$ cat config.mk
export PLATFORM = sky130hd
export DESIGN_NAME = cpu_register_set
export DESIGN_NICKNAME = d
export VERILOG_FILES = /design/src/verilog/cpu_regs_pkg.sv /design/src/verilog/cpu_register_set.sv
export SDC_FILE = /design/constraint.sdc
export NUM_CORES = 1
export LEC_CHECK = 0
export BUFFER_PORTS_ARGS = -buffer_cell sky130_fd_sc_hd__buf_2
export CAP_MARGIN = 30
export CORE_MARGIN = 8
export CORE_UTILIZATION = 50
export CTS_CLUSTER_DIAMETER = 120
export DETAILED_ROUTE_END_ITERATION = 7
export PLACE_DENSITY = 0.72
export SYNTH_ARGS = -nofsm -noshare
export SYNTH_HDL_FRONTEND = slang
export SYNTH_SLANG_ARGS = --single-unit
$ cat constraint.sdc
create_clock -name CLK_SYS_IN -period 9.7 [get_ports CLK_SYS_IN]
set_clock_uncertainty 0.1 [all_clocks]
set_input_delay 1.94 -clock CLK_SYS_IN [delete_from_list [all_inputs] [get_ports CLK_SYS_IN]]
set_output_delay 1.94 -clock CLK_SYS_IN [all_outputs]
set_load 0.01 [all_outputs]
$ cat src/verilog/cpu_regs_pkg.sv
// Package for the CPU dedicated register set: widths, flag positions,
// reset values, register selectors and the operation record.
// Assumes a single clock domain; shared by the register set and its users.
package cpu_regs_pkg;

	// ----------------------------------------------------------------
	// Widths
	// ----------------------------------------------------------------
	localparam int WORD_W = 16;
	localparam int BYTE_W = 8;

	// ----------------------------------------------------------------
	// Condition-code byte bit positions
	// ----------------------------------------------------------------
	localparam int CC_HALF_POS  = 7;
	localparam int CC_IEN_POS   = 6;
	localparam int CC_LVLHI_POS = 5;
	localparam int CC_LVLLO_POS = 4;
	localparam int CC_NEG_POS   = 3;
	localparam int CC_ZERO_POS  = 2;
	localparam int CC_OVF_POS   = 1;
	localparam int CC_CARRY_POS = 0;

	// ----------------------------------------------------------------
	// Bank-register address layout
	// ----------------------------------------------------------------
	localparam logic [7:0] GPR_TOP_BITS  = 8'h01;
	localparam int         BANK_SEL_W    = 5;
	localparam int         GPR_IDX_W     = 3;

	// ----------------------------------------------------------------
	// Reset values
	// ----------------------------------------------------------------
	localparam logic [15:0] INSTR_PTR_RST = 16'h0000;
	localparam logic [15:0] WORD_RST      = 16'h0000;
	localparam logic [7:0]  BANK_SEL_RST  = 8'h00;
	localparam logic [7:0]  CC_RST        = 8'h30;

	// ----------------------------------------------------------------
	// Register selector for write and read ports
	// ----------------------------------------------------------------
	typedef enum logic [2:0] {
		SEL_PTR,
		SEL_ACC,
		SEL_TMP,
		SEL_STACK,
		SEL_INDEX,
		SEL_EXTRA,
		SEL_PROC
	} reg_sel_e;

	// Flags that an operation may update
	typedef struct packed {
		logic half;
		logic neg;
		logic zero;
		logic ovf;
		logic carry;
	} flag_mask_s;

	// ALU result record
	typedef struct packed {
		logic        valid;
		logic        wide;
		logic [15:0] result;
		logic        carry_out;
		logic        half_carry;
		logic        ovf;
		flag_mask_s  touch;
	} alu_op_s;

	// Register write from the sequencer
	typedef struct packed {
		logic        en;
		reg_sel_e    sel;
		logic        low_only;
		logic [15:0] data;
	} reg_wr_s;

endpackage

$ cat src/verilog/cpu_register_set.sv
// CPU dedicated register set: pointer, accumulators, stack, index, extra
// pointer and processor word, with flag update and interrupt level gating.
// Assumes sequencer, ALU and interrupt controller share CLK_SYS_IN.
//
// How it works
// - The instruction pointer is a 16-bit register holding the next fetch address.
// - The accumulator is 16 bits and takes results; byte operations use its low byte.
// - The temporary accumulator is 16 bits, the second operand; byte operations use its low byte.
// - The stack, index and extra pointers are each 16 bits wide.
// - The processor word has the bank select in its upper byte and the flag byte below.
// - A bank register address is zeros, a one at bit 8, five bank bits, then three opcode bits.
// - The half flag follows the carry or borrow from bit 3 into bit 4.
// - The interrupt enable flag permits interrupts when one and is cleared by reset.
// - A request is accepted only if its level is numerically below the current level.
// - The negative flag copies the result's most significant bit.
// - The zero flag is set exactly when the result is zero.
// - The overflow flag reflects two's-complement overflow of the operation.
// - The carry flag takes carry or borrow from bit 7, or the bit shifted out.
// - Bank registers are 8 bits, eight per bank, up to 32 banks chosen by the bank select.
// - Words go to memory high byte first at the lower address.
//
// Strobed register access and the address map are this design's own decisions.
`timescale 1ns/1ns
module cpu_register_set #(
	parameter int BANK_COUNT = 16
) (
	// Clock and reset
	input  wire logic                     CLK_SYS_IN,
	input  wire logic                     SYS_RST_IN,
	// Register write, ALU result, enable and level controls
	input  wire cpu_regs_pkg::reg_wr_s    REG_WR_IN,
	input  wire cpu_regs_pkg::alu_op_s    ALU_OP_IN,
	input  wire logic                     IEN_SET_IN,
	input  wire logic                     IEN_CLR_IN,
	input  wire logic                     LEVEL_WR_IN,
	input  wire logic [1:0]               LEVEL_IN,
	// Read port
	input  wire cpu_regs_pkg::reg_sel_e   RD_SEL_IN,
	output logic [15:0]                   RD_DATA_OUT,
	// Bank register addressing
	input  wire logic [2:0]               GPR_OPCODE_IN,
	output logic [15:0]                   GPR_ADDR_OUT,
	// Interrupt level gate
	input  wire logic                     IRQ_REQ_IN,
	input  wire logic [1:0]               IRQ_LEVEL_IN,
	output logic                          IRQ_ACCEPT_OUT,
	// Word split for memory store
	input  wire cpu_regs_pkg::reg_sel_e   STORE_SEL_IN,
	output logic [7:0]                    STORE_LO_ADDR_BYTE_OUT,
	output logic [7:0]                    STORE_HI_ADDR_BYTE_OUT,
	// Register views
	output logic [15:0]                   INSTR_POINTER_OUT,
	output logic [15:0]                   PROC_WORD_OUT
);

	// Five bank bits in the address serve at most 32 banks
	if (BANK_COUNT < 1 || BANK_COUNT > 32) begin : bank_count_check
		$error("BANK_COUNT must be 1..32");
	end

	// ----------------------------------------------------------------
	// State
	// ----------------------------------------------------------------
	typedef struct packed {
		logic [15:0] instr_pointer;
		logic [15:0] acc;
		logic [15:0] tmp_acc;
		logic [15:0] stack_top_ptr;
		logic [15:0] index_reg;
		logic [15:0] extra_addr_ptr;
		logic [7:0]  bank_select;
		logic [7:0]  cond_code_byte;
		logic [15:0] rd_data;
		logic [15:0] gpr_addr;
		logic        irq_accept;
		logic [7:0]  store_lo;
		logic [7:0]  store_hi;
	} state_s;

	state_s state_reg;
	state_s state_next;

	logic [15:0] sel_word;
	logic [15:0] store_word;
	logic [7:0]  res_byte;
	logic [7:0]  cc;
	logic [1:0]  cur_level;

	function automatic logic [15:0] pick(input state_s s, input cpu_regs_pkg::reg_sel_e sel);
		logic [15:0] v;
		v = 16'h0000;
		case (sel)
			cpu_regs_pkg::SEL_PTR:   v = s.instr_pointer;
			cpu_regs_pkg::SEL_ACC:   v = s.acc;
			cpu_regs_pkg::SEL_TMP:   v = s.tmp_acc;
			cpu_regs_pkg::SEL_STACK: v = s.stack_top_ptr;
			cpu_regs_pkg::SEL_INDEX: v = s.index_reg;
			cpu_regs_pkg::SEL_EXTRA: v = s.extra_addr_ptr;
			cpu_regs_pkg::SEL_PROC:  v = {s.bank_select, s.cond_code_byte};
			default:                 v = 16'h0000;
		endcase
		return v;
	endfunction

	// ----------------------------------------------------------------
	// Next state
	// ----------------------------------------------------------------
	always_comb begin
		state_next = state_reg;
		cc         = state_reg.cond_code_byte;
		res_byte   = ALU_OP_IN.result[7:0];

		// Register writes; byte writes keep the upper byte
		if (REG_WR_IN.en) begin
			sel_word = pick(state_reg, REG_WR_IN.sel);
			if (REG_WR_IN.low_only)
				sel_word = {sel_word[15:8], REG_WR_IN.data[7:0]};
			else
				sel_word = REG_WR_IN.data;
			case (REG_WR_IN.sel)
				cpu_regs_pkg::SEL_PTR:   state_next.instr_pointer  = sel_word;
				cpu_regs_pkg::SEL_ACC:   state_next.acc            = sel_word;
				cpu_regs_pkg::SEL_TMP:   state_next.tmp_acc        = sel_word;
				cpu_regs_pkg::SEL_STACK: state_next.stack_top_ptr  = sel_word;
				cpu_regs_pkg::SEL_INDEX: state_next.index_reg      = sel_word;
				cpu_regs_pkg::SEL_EXTRA: state_next.extra_addr_ptr = sel_word;
				cpu_regs_pkg::SEL_PROC: begin
					state_next.bank_select = sel_word[15:8];
					cc                     = sel_word[7:0];
				end
				default: ;
			endcase
		end else begin
			sel_word = 16'h0000;
		end

		// ALU result lands in the accumulator and updates touched flags
		if (ALU_OP_IN.valid) begin
			if (ALU_OP_IN.wide)
				state_next.acc = ALU_OP_IN.result;
			else
				state_next.acc = {state_reg.acc[15:8], res_byte};
			if (ALU_OP_IN.touch.half)
				cc[cpu_regs_pkg::CC_HALF_POS] = ALU_OP_IN.half_carry;
			if (ALU_OP_IN.touch.neg)
				cc[cpu_regs_pkg::CC_NEG_POS] = ALU_OP_IN.wide ?
					ALU_OP_IN.result[15] : res_byte[7];
			if (ALU_OP_IN.touch.zero)
				cc[cpu_regs_pkg::CC_ZERO_POS] = ALU_OP_IN.wide ?
					(ALU_OP_IN.result == 16'h0000) : (res_byte == 8'h00);
			if (ALU_OP_IN.touch.ovf)
				cc[cpu_regs_pkg::CC_OVF_POS] = ALU_OP_IN.ovf;
			if (ALU_OP_IN.touch.carry)
				cc[cpu_regs_pkg::CC_CARRY_POS] = ALU_OP_IN.carry_out;
		end

		// Interrupt enable: set wins over clear
		if (IEN_CLR_IN)
			cc[cpu_regs_pkg::CC_IEN_POS] = 1'b0;
		if (IEN_SET_IN)
			cc[cpu_regs_pkg::CC_IEN_POS] = 1'b1;
		if (LEVEL_WR_IN) begin
			cc[cpu_regs_pkg::CC_LVLHI_POS] = LEVEL_IN[1];
			cc[cpu_regs_pkg::CC_LVLLO_POS] = LEVEL_IN[0];
		end
		state_next.cond_code_byte = cc;

		// Outputs registered from current state
		state_next.rd_data = pick(state_reg, RD_SEL_IN);
		state_next.gpr_addr = {cpu_regs_pkg::GPR_TOP_BITS,
			state_reg.bank_select[cpu_regs_pkg::BANK_SEL_W-1:0], GPR_OPCODE_IN};

		cur_level = {state_reg.cond_code_byte[cpu_regs_pkg::CC_LVLHI_POS],
			state_reg.cond_code_byte[cpu_regs_pkg::CC_LVLLO_POS]};
		state_next.irq_accept = IRQ_REQ_IN
			&& state_reg.cond_code_byte[cpu_regs_pkg::CC_IEN_POS]
			&& (IRQ_LEVEL_IN < cur_level);

		store_word = pick(state_reg, STORE_SEL_IN);
		state_next.store_lo = store_word[15:8];
		state_next.store_hi = store_word[7:0];
	end

	always_ff @(posedge CLK_SYS_IN or posedge SYS_RST_IN) begin
		if (SYS_RST_IN) begin
			state_reg                <= '0;
			state_reg.instr_pointer  <= cpu_regs_pkg::INSTR_PTR_RST;
			state_reg.acc            <= cpu_regs_pkg::WORD_RST;
			state_reg.bank_select    <= cpu_regs_pkg::BANK_SEL_RST;
			state_reg.cond_code_byte <= cpu_regs_pkg::CC_RST;
		end else begin
			state_reg <= state_next;
		end
	end

	assign RD_DATA_OUT            = state_reg.rd_data;
	assign GPR_ADDR_OUT           = state_reg.gpr_addr;
	assign IRQ_ACCEPT_OUT         = state_reg.irq_accept;
	assign STORE_LO_ADDR_BYTE_OUT = state_reg.store_lo;
	assign STORE_HI_ADDR_BYTE_OUT = state_reg.store_hi;
	assign INSTR_POINTER_OUT      = state_reg.instr_pointer;
	assign PROC_WORD_OUT          = {state_reg.bank_select, state_reg.cond_code_byte};

	// ----------------------------------------------------------------
	// Checks
	// ----------------------------------------------------------------
	ien_reset_a: assert property (@(posedge CLK_SYS_IN)
		$fell(SYS_RST_IN) |-> !state_reg.cond_code_byte[cpu_regs_pkg::CC_IEN_POS])
		else $error("enable flag not clear after reset");

	gpr_addr_a: assert property (@(posedge CLK_SYS_IN) disable iff (SYS_RST_IN)
		1'b1 |=> GPR_ADDR_OUT == {8'h01, $past(state_reg.bank_select[4:0]),
			$past(GPR_OPCODE_IN)})
		else $error("bank register address wrong");

	zero_flag_a: assert property (@(posedge CLK_SYS_IN) disable iff (SYS_RST_IN)
		ALU_OP_IN.valid && ALU_OP_IN.touch.zero && ALU_OP_IN.wide && !REG_WR_IN.en
		|=> state_reg.cond_code_byte[2] == ($past(ALU_OP_IN.result) == 16'h0000))
		else $error("zero flag wrong");

	neg_flag_a: assert property (@(posedge CLK_SYS_IN) disable iff (SYS_RST_IN)
		ALU_OP_IN.valid && ALU_OP_IN.touch.neg && !ALU_OP_IN.wide && !REG_WR_IN.en
		|=> state_reg.cond_code_byte[3] == $past(ALU_OP_IN.result[7]))
		else $error("negative flag wrong");

	carry_flag_a: assert property (@(posedge CLK_SYS_IN) disable iff (SYS_RST_IN)
		ALU_OP_IN.valid && ALU_OP_IN.touch.carry && !REG_WR_IN.en
		|=> state_reg.cond_code_byte[0] == $past(ALU_OP_IN.carry_out))
		else $error("carry flag wrong");

	flag_keep_a: assert property (@(posedge CLK_SYS_IN) disable iff (SYS_RST_IN)
		!REG_WR_IN.en && !(ALU_OP_IN.valid && ALU_OP_IN.touch.ovf)
		|=> $stable(state_reg.cond_code_byte[1]))
		else $error("overflow flag changed untouched");

	irq_gate_a: assert property (@(posedge CLK_SYS_IN) disable iff (SYS_RST_IN)
		IRQ_REQ_IN && IRQ_LEVEL_IN >= {state_reg.cond_code_byte[5],
			state_reg.cond_code_byte[4]} |=> !IRQ_ACCEPT_OUT)
		else $error("interrupt accepted at too low a level");

	byte_write_a: assert property (@(posedge CLK_SYS_IN) disable iff (SYS_RST_IN)
		REG_WR_IN.en && REG_WR_IN.low_only && REG_WR_IN.sel == cpu_regs_pkg::SEL_ACC
		&& !ALU_OP_IN.valid |=> state_reg.acc[15:8] == $past(state_reg.acc[15:8]))
		else $error("byte write touched accumulator high byte");

	store_order_a: assert property (@(posedge CLK_SYS_IN) disable iff (SYS_RST_IN)
		STORE_SEL_IN == cpu_regs_pkg::SEL_STACK
		|=> STORE_LO_ADDR_BYTE_OUT == $past(state_reg.stack_top_ptr[15:8]))
		else $error("store byte order wrong");

	ptr_write_a: assert property (@(posedge CLK_SYS_IN) disable iff (SYS_RST_IN)
		REG_WR_IN.en && REG_WR_IN.sel == cpu_regs_pkg::SEL_PTR && !REG_WR_IN.low_only
		|=> INSTR_POINTER_OUT == $past(REG_WR_IN.data))
		else $error("instruction pointer write lost");

	ptr_hold_a: assert property (@(posedge CLK_SYS_IN) disable iff (SYS_RST_IN)
		!(REG_WR_IN.en && REG_WR_IN.sel == cpu_regs_pkg::SEL_PTR)
		|=> $stable(INSTR_POINTER_OUT))
		else $error("instruction pointer moved without a write");

	acc_write_a: assert property (@(posedge CLK_SYS_IN) disable iff (SYS_RST_IN)
		REG_WR_IN.en && REG_WR_IN.sel == cpu_regs_pkg::SEL_ACC && !ALU_OP_IN.valid
		|=> state_reg.acc[7:0] == $past(REG_WR_IN.data[7:0]))
		else $error("accumulator write lost");

	acc_byte_a: assert property (@(posedge CLK_SYS_IN) disable iff (SYS_RST_IN)
		ALU_OP_IN.valid && !ALU_OP_IN.wide
		|=> state_reg.acc == {$past(state_reg.acc[15:8]), $past(ALU_OP_IN.result[7:0])})
		else $error("byte result did not land in the low byte");

	acc_wide_a: assert property (@(posedge CLK_SYS_IN) disable iff (SYS_RST_IN)
		ALU_OP_IN.valid && ALU_OP_IN.wide
		|=> state_reg.acc == $past(ALU_OP_IN.result))
		else $error("word result did not land in the accumulator");

	tmp_write_a: assert property (@(posedge CLK_SYS_IN) disable iff (SYS_RST_IN)
		REG_WR_IN.en && REG_WR_IN.sel == cpu_regs_pkg::SEL_TMP
		|=> state_reg.tmp_acc[7:0] == $past(REG_WR_IN.data[7:0]))
		else $error("temporary accumulator write lost");

	stack_write_a: assert property (@(posedge CLK_SYS_IN) disable iff (SYS_RST_IN)
		REG_WR_IN.en && REG_WR_IN.sel == cpu_regs_pkg::SEL_STACK && !REG_WR_IN.low_only
		|=> state_reg.stack_top_ptr == $past(REG_WR_IN.data))
		else $error("stack pointer write lost");

	index_write_a: assert property (@(posedge CLK_SYS_IN) disable iff (SYS_RST_IN)
		REG_WR_IN.en && REG_WR_IN.sel == cpu_regs_pkg::SEL_INDEX && !REG_WR_IN.low_only
		|=> state_reg.index_reg == $past(REG_WR_IN.data))
		else $error("index register write lost");

	extra_write_a: assert property (@(posedge CLK_SYS_IN) disable iff (SYS_RST_IN)
		REG_WR_IN.en && REG_WR_IN.sel == cpu_regs_pkg::SEL_EXTRA && !REG_WR_IN.low_only
		|=> state_reg.extra_addr_ptr == $past(REG_WR_IN.data))
		else $error("extra pointer write lost");

	proc_write_a: assert property (@(posedge CLK_SYS_IN) disable iff (SYS_RST_IN)
		REG_WR_IN.en && REG_WR_IN.sel == cpu_regs_pkg::SEL_PROC && !REG_WR_IN.low_only
		&& !ALU_OP_IN.valid && !IEN_SET_IN && !IEN_CLR_IN && !LEVEL_WR_IN
		|=> PROC_WORD_OUT == $past(REG_WR_IN.data))
		else $error("processor word write lost");

	half_flag_a: assert property (@(posedge CLK_SYS_IN) disable iff (SYS_RST_IN)
		ALU_OP_IN.valid && ALU_OP_IN.touch.half && !REG_WR_IN.en
		|=> state_reg.cond_code_byte[7] == $past(ALU_OP_IN.half_carry))
		else $error("half flag wrong");

	ovf_flag_a: assert property (@(posedge CLK_SYS_IN) disable iff (SYS_RST_IN)
		ALU_OP_IN.valid && ALU_OP_IN.touch.ovf && !REG_WR_IN.en
		|=> state_reg.cond_code_byte[1] == $past(ALU_OP_IN.ovf))
		else $error("overflow flag wrong");

	neg_wide_a: assert property (@(posedge CLK_SYS_IN) disable iff (SYS_RST_IN)
		ALU_OP_IN.valid && ALU_OP_IN.touch.neg && ALU_OP_IN.wide && !REG_WR_IN.en
		|=> state_reg.cond_code_byte[3] == $past(ALU_OP_IN.result[15]))
		else $error("negative flag wrong on word result");

	zero_byte_a: assert property (@(posedge CLK_SYS_IN) disable iff (SYS_RST_IN)
		ALU_OP_IN.valid && ALU_OP_IN.touch.zero && !ALU_OP_IN.wide && !REG_WR_IN.en
		|=> state_reg.cond_code_byte[2] == ($past(ALU_OP_IN.result[7:0]) == 8'h00))
		else $error("zero flag wrong on byte result");

	ien_set_a: assert property (@(posedge CLK_SYS_IN) disable iff (SYS_RST_IN)
		IEN_SET_IN
		|=> state_reg.cond_code_byte[6])
		else $error("enable flag not set");

	ien_clr_a: assert property (@(posedge CLK_SYS_IN) disable iff (SYS_RST_IN)
		IEN_CLR_IN && !IEN_SET_IN
		|=> !state_reg.cond_code_byte[6])
		else $error("enable flag not cleared");

	level_wr_a: assert property (@(posedge CLK_SYS_IN) disable iff (SYS_RST_IN)
		LEVEL_WR_IN
		|=> {state_reg.cond_code_byte[5], state_reg.cond_code_byte[4]} == $past(LEVEL_IN))
		else $error("current level not loaded");

	irq_take_a: assert property (@(posedge CLK_SYS_IN) disable iff (SYS_RST_IN)
		IRQ_REQ_IN && state_reg.cond_code_byte[6] && IRQ_LEVEL_IN <
			{state_reg.cond_code_byte[5], state_reg.cond_code_byte[4]}
		|=> IRQ_ACCEPT_OUT)
		else $error("interrupt of higher level refused");

	irq_masked_a: assert property (@(posedge CLK_SYS_IN) disable iff (SYS_RST_IN)
		!state_reg.cond_code_byte[6]
		|=> !IRQ_ACCEPT_OUT)
		else $error("interrupt accepted while disabled");

	store_hi_a: assert property (@(posedge CLK_SYS_IN) disable iff (SYS_RST_IN)
		STORE_SEL_IN == cpu_regs_pkg::SEL_ACC
		|=> STORE_HI_ADDR_BYTE_OUT == $past(state_reg.acc[7:0]))
		else $error("store low byte wrong");

	rd_proc_a: assert property (@(posedge CLK_SYS_IN) disable iff (SYS_RST_IN)
		RD_SEL_IN == cpu_regs_pkg::SEL_PROC
		|=> RD_DATA_OUT == $past(PROC_WORD_OUT))
		else $error("processor word read back in another layout");

	bank_keep_a: assert property (@(posedge CLK_SYS_IN) disable iff (SYS_RST_IN)
		!(REG_WR_IN.en && REG_WR_IN.sel == cpu_regs_pkg::SEL_PROC)
		|=> $stable(state_reg.bank_select))
		else $error("bank select moved without a write");

endmodule

==> summary.md <==
| Metric | Value |
|---|---|
| Worst reg2reg startpoint | state_reg[139]$_DFFE_PP0P_ |
| Cell Count, Final, Fillers Out | 1,083 |
| Worst-path clk slew | 0.06 ns |
| GRT overflow | 0 |
| Total Power | 0.00204 W |
| CTS max path bufs | 2 |
| CTS tree | done |
| Most common cell after layout, fill and taps aside | dfrtp_1 |
| Area leader, netlist | dfrtp_1 |
| Post-DRT Antenna Nets | 0 |
| Post-synthesis async set-or-reset flop share | 100% |
| Post-route setup slack | 5.81 ns |
| Cell Chain, Critical Path | buf_2, clkinv_1, nor2_1, a21oi_1, o221ai_1 |
| Core area | 16,600 um2 |
| Final setup vio count | 0 |
| Initial antenna violation count | 1 |
| Max Cap Violations | 0 |
| Global-route wire length before repair | 38,500 um |
| Number of flip-flops in the largest register | 80 |
| Commonest non-fill, non-tap cells in the layout | dfrtp_1, buf_2, nand2_1 |
| Fin nets | 917 |
| # DRC | 0 |
| Synth top area share | 44.8% |
| Critical Path Sink | STORE_LO_ADDR_BYTE_OUT[2]$_DFF_PP0_ |
| Hpwl dp | 16,700 um |
| Port Buf Inserts | 139 |
| CP startpoint kind | primary input |
| DR pass1 iterations | 7 |
| Max IR drop VDD | 0.145 mV |
| Die X | 146 um |
| WL final | 24,600 um |
| Cts bufs inserted | 17 |
| Diodes inserted | 0 |
| Max Freq | 257 MHz |
| Finished Cell Area | 9340 um2 |
| Largest cells by area after synthesis | dfrtp_1, mux2_2, buf_4, mux2i_1, o21ai_0 |
| Least-Margin Pin Slew | 1.01 ns |
| Placed cell areas | 8710 um2 |
| Die height | 146 um |
| Crit path time final | 3.89 ns |
| Synthesis-stage register bit count | 154 |
| WL/cell | 22.7 um |
| Overall routing resource usage | 23.0% |
| Clk sinks | 154 |
| Worst skew pair latency | 0.44 ns |
| Hold_buf cts | 0 |
| Syn_area_per_cell | 10.5 um2 |
| Root Driver | clkbuf_16 |
| Die Area | 21,400 um2 |
| I/O Pins | 147 |
| CP endpoint kind | flop |
| Crit path kind | in2reg |
| Largest net degree at the start of global routing | 92 |
| Register area share after synthesis | 45.4% |
| Slowest stage delay, CP | 0.74 ns |
| Pleak | 4.35 nW |
| Slowest CP cell | nor2_1 |
| Initial cell density of the core | 51.2% |
| Post-synth EDFFs | 0 |
| Vias/cell | 5.99 |
| Share of layout cells above drive strength 1 | 31.9% |
| Worst-path maximum fanout | 24 |
| Depth of the most critical reg-to-reg path | 5 |
| Number of global-route vias before repair | 6,522 |
| Setup TNS | 0 ns |
| Setup bufs post-CTS | 0 |
| Slew HR | 32.4% |
| Layout area overhead | 10.0% |
| Crit path required time | 9.93 ns |
| Post-Synthesis Cell Area | 8490 um2 |
| HP Class | reg2reg |
| Crit path DAT | 4.12 ns |
| Resized Gates After CTS | 0 |
| Vias post-DR | 6,486 |
| Status | finished clean |
| Placed cell count | 1,051 |
| Synth Flop Type | dfrtp_1 |
| Slew Viols, Final | 0 |
| Power density cells | 218 nW/um2 |
| Post-Place Worst Slack | 5.43 ns |
| Netlist cell types | 57 |
| FF-to-FF End | state_reg[107]$_DFFE_PP0P_ |
| Gp weighted congestion | 0.891 |
| Post-synthesis instance total | 808 |
| Drt initial violations | 554 |
| Synth warn | 0 |
| # H-tree levels | 4 |
| Placement row count | 47 |
| Crit share post-route | 40.1% |
| Critical Path Start | STORE_SEL_IN[1] |
| Hold Fails Final Rpt | 0 |
| RSZ-0062 raised after global routing | no |
| Worst R2R Setup Slack | 7.72 ns |
[kinds of logic after synthesis]
logic type / after synthesis / share of synthesized area [%]
simple gates: 170 / 9.02
other cells: 2 / 0.0885
buf+inv: 138 / 10.4
compound gates: 201 / 14.8
flops: 154 / 45.4
fa+ha+maj: 1 / 0.147
mux: 142 / 20.1
[cell usage after synthesis, types with 2 or more instances]
cell / number
dfrtp_1: 152
nand2_1: 91
buf_4: 83
o21ai_0: 79
mux2_2: 64
mux2i_1: 61
a21oi_1: 36
nor2_1: 36
clkbuf_1: 23
buf_2: 21
mux4_2: 16
a22oi_1: 12
o21ai_1: 12
and3_1: 11
nor2b_1: 11
o221ai_1: 11
a31oi_1: 9
a221oi_1: 6
a22o_1: 5
inv_1: 5
nand3_1: 5
a221o_1: 4
a2bb2oi_1: 4
o2bb2ai_1: 4
o21ai_2: 3
a21o_1: 2
a32oi_1: 2
buf_1: 2
buf_6: 2
conb_1: 2
dfstp_2: 2
nand2b_1: 2
nor3b_1: 2
nor4_1: 2
o22ai_1: 2
o22ai_2: 2
or4_1: 2
[report_power, final]
group | internal (W) | switching, W | total (W)
clock | 0.000441 | 0.000280 | 0.000721
combinational | 0.000202 | 0.000227 | 0.000429
sequential | 0.000768 | 0.000122 | 0.000890
[per-layer routing]
layer  global-route usage [%]  up-vias  part of all wire (%)
met3                     6.95       36                   9.7
li1                         -     2912                     -
met2                     35.0      322                    45
met1                     31.0     3214                    43
met5                        0        -                 0.049
met4                     7.21        2                   1.7
[worst max-delay path, delay by kind of cell]
kind / cells / cell delay (ns)
buffers and inverters: 2 / 1.05
AND/OR/NAND/NOR: 1 / 0.74
AO/OA/AOI/OAI: 2 / 0.38
[worst min path at each step]
stage                                        from                         to  slack (ns)  cells after the start
global route        PROC_WORD_OUT[11]$_DFFE_PP0P_  GPR_ADDR_OUT[6]$_DFF_PP0_        0.43                      0
finish              PROC_WORD_OUT[11]$_DFFE_PP0P_  GPR_ADDR_OUT[6]$_DFF_PP0_        0.40                      0
global placement        state_reg[72]$_DFFE_PP0P_  state_reg[72]$_DFFE_PP0P_        0.40                      1
detailed placement  PROC_WORD_OUT[11]$_DFFE_PP0P_  GPR_ADDR_OUT[6]$_DFF_PP0_        0.39                      0
floorplan            PROC_WORD_OUT[9]$_DFFE_PP0P_  GPR_ADDR_OUT[4]$_DFF_PP0_        0.33                      0
CTS                 PROC_WORD_OUT[11]$_DFFE_PP0P_  GPR_ADDR_OUT[6]$_DFF_PP0_        0.41                      0
[cell type report]
type                       instances  area [um2]
fill                            1492        7240
sequential                       154        3860
multi-input combinational        522        3770
timing repair buffer             149         778
clock buffer                      20         447
tap                              220         275
clock inverter                    12         186
inverter                           6        27.5
[per-stage QoR]
step	util [%]	hold WS (ns)
final	56.3	0.404
after global routing	56.3	0.431
after CTS	56.3	0.409
after detailed placement	52.5	0.394
after global placement	52.4	0.402
after floorplan	-	0.326
Note: power is estimated with default switching activity, not from simulation.
